### src/core/rsp_defs.svh
// Constants for the return stack pointer control block.
// Assumes inclusion by bare name from any core file; definitions only.
`ifndef RSP_DEFS_SVH
`define RSP_DEFS_SVH

// ---------------------------------------------------------------
// Register map
// ---------------------------------------------------------------
`define RSP_ADDR_W 2
`define RSP_OFF_PTR 2'h0
`define RSP_OFF_IRQ_STAT 2'h1
`define RSP_OFF_IRQ_MASK 2'h2

// ---------------------------------------------------------------
// Field positions and sizes
// ---------------------------------------------------------------
`define RSP_FULL_BIT 7
`define RSP_UNF_BIT 6
`define RSP_LVL_W 5
`define RSP_PC_W 21
`define RSP_DEPTH 32
`define RSP_LVL_MAX 5'h1f
`define RSP_LVL_ZERO 5'h00
`define RSP_PC_STEP 21'h000002
`define RSP_IRQ_W 2

`endif

### src/core/rsp_pkg.sv
// Types for the return stack pointer control block.
// Assumes rsp_defs.svh is on the include path.
`default_nettype none
`include "rsp_defs.svh"
package rsp_pkg;
  // Stack operation request from the sequencer
  typedef struct packed {
    logic push;
    logic pop;
    logic [`RSP_PC_W-1:0] pc;
  } rsp_req_s;
  // Software register port
  typedef struct packed {
    logic [`RSP_ADDR_W-1:0] addr;
    logic [7:0] wdata;
    logic wr;
    logic rd;
  } rsp_bus_s;
endpackage
`default_nettype wire

### src/core/rsp_ctrl.sv
// Return stack pointer control: pointer, storage, full and underflow flags.
// Assumes push and pop never both high; pc is the value to store, or pc plus two on the push that raises a fault reset.
//
// Design decisions made here: strobed register access and the address map.
`default_nettype none
`include "rsp_defs.svh"
module rsp_ctrl (
  // Clock and resets
  input wire logic clk,
  input wire logic rst_n,
  input wire logic por_n,
  // Configuration
  input wire logic stack_fault_reset_enable,
  // Sequencer requests
  input wire rsp_pkg::rsp_req_s req,
  // Software register port
  input wire rsp_pkg::rsp_bus_s bus,
  output logic [7:0] rdata_q,
  // Results
  output logic [`RSP_PC_W-1:0] top_stack_entry,
  output logic [`RSP_LVL_W-1:0] stack_level_field,
  output logic stack_full_flag,
  output logic stack_underflow_flag,
  output logic device_reset_req_q,
  output logic irq
);
  // ---------------------------------------------------------------
  // State
  // ---------------------------------------------------------------
  logic [`RSP_LVL_W-1:0] lvl_q, lvl_d; // Pointer
  logic [`RSP_PC_W-1:0] mem_q [`RSP_DEPTH]; // Entries, index 0 unused
  logic wr_en; // Store at next level
  logic [`RSP_LVL_W-1:0] wr_idx; // Store index
  logic [`RSP_PC_W-1:0] wr_val; // Store value
  logic full_set, unf_set; // Events
  logic full_clr, unf_clr; // Software clears
  logic rst_req_d; // Fault reset request
  logic [`RSP_IRQ_W-1:0] mask_q, mask_d; // Interrupt mask
  logic [`RSP_IRQ_W-1:0] istat; // Status view
  logic [7:0] rdata_d; // Read data
  logic ptr_wr; // Software writes the pointer register
  logic stat_wr; // Software writes interrupt status

  assign ptr_wr = bus.wr && (bus.addr == `RSP_OFF_PTR);
  assign stat_wr = bus.wr && (bus.addr == `RSP_OFF_IRQ_STAT);

  // ---------------------------------------------------------------
  // Pointer and storage
  // ---------------------------------------------------------------
  // Next pointer and store decision
  always_comb begin
    lvl_d = lvl_q;
    wr_en = 1'b0;
    wr_idx = lvl_q + 5'h01;
    wr_val = req.pc;
    full_set = 1'b0;
    unf_set = 1'b0;
    rst_req_d = 1'b0;
    if (req.push) begin
      if (lvl_q == `RSP_LVL_MAX) begin
        // Saturated: keep the last entry and level
        full_set = 1'b1;
      end else if (lvl_q == `RSP_LVL_MAX - 5'h01) begin
        // The thirty-first push fills the stack
        full_set = 1'b1;
        if (stack_fault_reset_enable) begin
          wr_en = 1'b1;
          wr_val = req.pc + `RSP_PC_STEP;
          rst_req_d = 1'b1;
          lvl_d = `RSP_LVL_ZERO;
        end else begin
          wr_en = 1'b1;
          lvl_d = `RSP_LVL_MAX;
        end
      end else begin
        wr_en = 1'b1;
        lvl_d = wr_idx;
      end
    end else if (req.pop) begin
      if (lvl_q == `RSP_LVL_ZERO) begin
        // Empty: top reads zero, pointer stays; no reset issued
        unf_set = 1'b1;
      end else begin
        lvl_d = lvl_q - 5'h01;
      end
    end else if (ptr_wr) begin
      lvl_d = bus.wdata[`RSP_LVL_W-1:0];
    end
  end

  // Pointer register; only rst_n zeroes it, por_n does not
  always_ff @(posedge clk) begin
    if (!rst_n) begin
      lvl_q <= `RSP_LVL_ZERO;
      device_reset_req_q <= 1'b0;
    end else begin
      lvl_q <= lvl_d;
      device_reset_req_q <= rst_req_d;
    end
  end

  // Entry storage, no reset needed since index 0 reads as zero
  always_ff @(posedge clk) begin
    if (wr_en) begin
      mem_q[wr_idx] <= wr_val;
    end
  end

  // Top entry; empty level shows zero for the sequencer
  assign top_stack_entry = (lvl_q == `RSP_LVL_ZERO) ? '0 : mem_q[lvl_q];
  assign stack_level_field = lvl_q;

  // ---------------------------------------------------------------
  // Flags
  // ---------------------------------------------------------------
  // Clear by writing zero to a flag bit or one to interrupt status
  always_comb begin
    full_clr = (ptr_wr && !bus.wdata[`RSP_FULL_BIT])
      || (stat_wr && bus.wdata[1]);
    unf_clr = (ptr_wr && !bus.wdata[`RSP_UNF_BIT])
      || (stat_wr && bus.wdata[0]);
  end

  // Full flag survives device resets; only power-on clears it
  rsp_flag u_full (
    .clk(clk),
    .por_n(por_n),
    .set(full_set),
    .clr(full_clr),
    .flag_q(stack_full_flag)
  );

  // Underflow flag, same sticky rules
  rsp_flag u_unf (
    .clk(clk),
    .por_n(por_n),
    .set(unf_set),
    .clr(unf_clr),
    .flag_q(stack_underflow_flag)
  );

  // ---------------------------------------------------------------
  // Interrupt and read path
  // ---------------------------------------------------------------
  assign istat = {stack_full_flag, stack_underflow_flag};
  assign irq = |(istat & mask_q);

  // Mask and read data next values
  always_comb begin
    mask_d = mask_q;
    if (bus.wr && (bus.addr == `RSP_OFF_IRQ_MASK)) begin
      mask_d = bus.wdata[`RSP_IRQ_W-1:0];
    end
    rdata_d = 8'h00;
    if (bus.rd) begin
      unique case (bus.addr)
        `RSP_OFF_PTR: rdata_d = {stack_full_flag, stack_underflow_flag, 1'b0, lvl_q};
        `RSP_OFF_IRQ_STAT: rdata_d = {6'h00, istat};
        `RSP_OFF_IRQ_MASK: rdata_d = {6'h00, mask_q};
        default: rdata_d = 8'h00; // Unmapped reads zero
      endcase
    end
  end

  // Mask and read data registers
  always_ff @(posedge clk) begin
    if (!rst_n) begin
      mask_q <= 2'h0;
      rdata_q <= 8'h00;
    end else begin
      mask_q <= mask_d;
      rdata_q <= rdata_d;
    end
  end
endmodule // rsp_ctrl
`default_nettype wire

### src/core/rsp_flag.sv
// One sticky flag: hardware sets, software clears, set wins.
// Assumes a synchronous reset that is power-on only.
`default_nettype none
module rsp_flag (
  // Clock and power-on reset
  input wire logic clk,
  input wire logic por_n,
  // Set and clear
  input wire logic set,
  input wire logic clr,
  // State
  output logic flag_q
);
  logic flag_d; // Next value

  // Set wins over a clear in the same cycle
  always_comb begin
    flag_d = set | (flag_q & ~clr);
  end

  // Register, cleared only at power-on
  always_ff @(posedge clk) begin
    if (!por_n) begin
      flag_q <= 1'b0;
    end else begin
      flag_q <= flag_d;
    end
  end
endmodule // rsp_flag
`default_nettype wire

### config.mk
export PLATFORM = sky130hd
export DESIGN_NAME = rsp_ctrl
export DESIGN_NICKNAME = d
export VERILOG_FILES = /design/src/core/rsp_pkg.sv /design/src/core/rsp_ctrl.sv /design/src/core/rsp_flag.sv
export VERILOG_INCLUDE_DIRS = /design/src /design/src/core
export SDC_FILE = /design/constraint.sdc
export NUM_CORES = 1
export LEC_CHECK = 0
export BUFFER_PORTS_ARGS = -buffer_cell sky130_fd_sc_hd__buf_4
export CORE_UTILIZATION = 58
export DETAILED_ROUTE_END_ITERATION = 10
export PLACE_DENSITY = 0.72
export SLEW_MARGIN = 10
export SYNTH_ARGS = -nofsm -noshare
export SYNTH_HDL_FRONTEND = slang
export SYNTH_SLANG_ARGS = --single-unit
### constraint.sdc
create_clock -name clk -period 6.5 [get_ports clk]
set_clock_uncertainty 0.05 [all_clocks]
set_input_delay 1.95 -clock clk [delete_from_list [all_inputs] [get_ports clk]]
set_output_delay 1.95 -clock clk [all_outputs]
set_load 0.01 [all_outputs]
==> impl_metrics.yaml <==
clock_tree:
  cts_setup_buffers: 0
  clk_pin_slew_worst_paths_ps: 60
  cts_hold_buf: 0
  clk-insertion-delay-late_ps: 590
  cts_max_level: 3
  cts_resized: 0
  cts-root-buf: "clkbuf_16"
  cts_buffers: 71
  cts_tree: "yes"
  clock_path_buffers: 3
  cts.sinks: 694
sta:
  period_minus_slack_ps: 5470
  tightest_slew_ps: 1290
  setup_viol: 0
  rsz0062_at_grt: "no"
  finalSetupTns_ps: 0
  slew_headroom_pct: 13.3
  max_freq_mhz: 183
  hold_viol: 0
  hold-worst-slack_ps: 459
  maxSlewViolCount: 0
  post-route-period-util_pct: 84.1
place:
  place_hpwl_um: 32800
  place.gp.congestion: 0.835
  portBuffers: 74
outcome:
  status: "completed"
synth:
  ys_async_sr_fraction_pct: 0
  synthCells: 1281
  syn_avg_cell_area_um2: 21.3
  synth_area_um2: 27300
  synthFlopType: "edfxtp_1"
  ys_types: 50
  synth-edff-count: 672
  synth_seq_cells: 694
  synth_warnings: 0
  yosysSeqAreaShare_pct: 75.6
  synth_nets: 1327
cells_and_area:
  drive_above_1_share_pct: 34.6
  layout_commonest_cell: "edfxtp_1"
  n_antenna_cell: 0
  nFillCells: 2911
  layout_common_cells: "edfxtp_1 (672), mux4_2 (168), buf_4 (131)"
  area_growth_pct: 14.4
  fin_util_pct: 67.2
  fin_nets: 1466
worst_setup_path:
  start_kind: "register"
  crit_path_frequent_cell: "buf_4"
  crit_buf_inv: 3
  crit_chain: "inv_1 > ha_1 > or4b_1 > buf_4 > o221ai_1 > a31oi_1 > buf_4"
  arrival_ps: 3470
  crit_slowest_cell: "or4b_1"
  crit_path_end_kind: "primary output"
  crit_type: "reg -> out"
  critPathTopFamily: "buffers and inverters"
  max_stage_delay_ps: 650
  critPathRequiredTime_ps: 4500
  cp_max_fo: 14
global_routing:
  grt_pass1_vias: 13800
  antenna_found_initial: 0
  grt_max_degree: 79
  grt_pass1_wl_um: 87400
  grt_usage_pct: 25.6
  grt.overflow.total: 0
detailed_routing:
  drt-total-wl_um: 59100
  ant_nets: 0
  drc: 0
  firstDrtPassIters: 5
  drtIter0Drc: 1388
  vias: 13400
  vias_per_cell: 6.43
  wl_per_cell_um: 28.4
pwr:
  vdd_ir_drop_max_v: 0.000253
  p_leak_nw: 9.90
  power_density_nw_per_um2: 321
die:
  start_util_pct: 58.7
  die_w_um: 219
  rows: 79
  die_area_um2: 47900
  core_area_um2: 46500
  num_io_pins: 77
  fp.dieH_um: 219
flow_run:
  drv_cap: 0
min_path:
  hold_path_class: "reg -> reg"
==> cell families after synthesis <==
family                     share of synthesized area (%)
other                                             0.0137
xor gates and xnor gates                           0.802
adders and majority gates                          0.321
DFF                                                 75.6
muxes                                               16.6
buffers and inverters                               1.39
and+or+nand+nor                                     2.59
AOI/OAI and AO/OA                                   2.73
==> cell usage after synthesis, drive strengths merged (16+ instances only) <==
cell / number / area share (%)
a21oi: 20 / 0.38
a221oi: 16 / 0.74
buf: 49 / 1.0
clkbuf: 21 / 0.29
dfxtp: 22 / 1.6
edfxtp: 672 / 74
mux2: 50 / 2.1
mux2i: 18 / 0.66
mux4: 168 / 14
nand2: 33 / 0.45
nor2: 65 / 0.89
o221ai: 21 / 0.67
xnor2: 17 / 0.55
==> registers in the layout, summed over array words and instances (netlist names), named ones only <==
| name | flops |
|---|---|
| mem_q | 672 |
| device_reset_req_q | 1 |
| u_full.flag_q | 1 |
| mask_q | 2 |
| u_unf.flag_q | 1 |
| stack_level_field | 5 |
| rdata_q | 7 |
==> worst reg2reg max path: cells and delay by family, from the launching register on <==
kind	cells	cell delay, ps
and+or+nand+nor	5	1960
xor gates and xnor gates	1	650
adders and majority gates	2	530
DFF	1	420
buffers and inverters	1	340
==> stage by stage <==
step / area, um^2 / std cells / power (mW) / setup slack [ps]
after floorplan: 27300 / 1281 / 5.87 / 2080
after global placement: 29000 / 1954 / 6.28 / 1420
after detailed placement: 29000 / 1954 / 6.31 / 1290
after CTS: 31200 / 2083 / 10.1 / 973
after global routing: 31200 / 2083 / 10.3 / 908
final: 31200 / 2083 / 10.0 / 1030
==> final timing paths <==
check / from / slack [ps] / depth (start not counted) / to
min reg2reg: mask_q[0]$_SDFFE_PN0P_ / 460 / 2 / mask_q[0]$_SDFFE_PN0P_
max reg2reg: stack_level_field[0]$_SDFFE_PN0P_ / 2380 / 9 / mem_q[23][17]$_DFFE_PP_
max: stack_level_field[0]$_SDFFE_PN0P_ / 1030 / 7 / top_stack_entry[9]
min: mask_q[0]$_SDFFE_PN0P_ / 460 / 2 / mask_q[0]$_SDFFE_PN0P_
==> final cells by class <==
class	instances	area (um^2)	share of cell area, %
clock buffers	96	1930	6.19
clock inverters	33	245	0.785
inverters	4	15.0	0.0481
multi-input cells	513	6560	21.0
flip-flops and latches	694	20600	66.1
well taps	607	759	2.43
repair buffers	136	1080	3.47
==> power breakdown <==
group          switching (mW)  internal, mW  total, mW
Clock                    1.60          2.21       3.81
Sequential             0.0662          4.99       5.06
Combinational           0.645         0.512       1.16
Total                    2.31          7.71       10.0
==> routing by layer <==
layer  track usage [%]  up-vias  share of wire, %
met5                 0        -                 0
met4              8.31        0               2.4
met3              5.02       88               8.6
met2              40.6      631                49
met1              36.1     7053                40
li1                  -     5632                 -
Power figures use the tool's default switching activity.
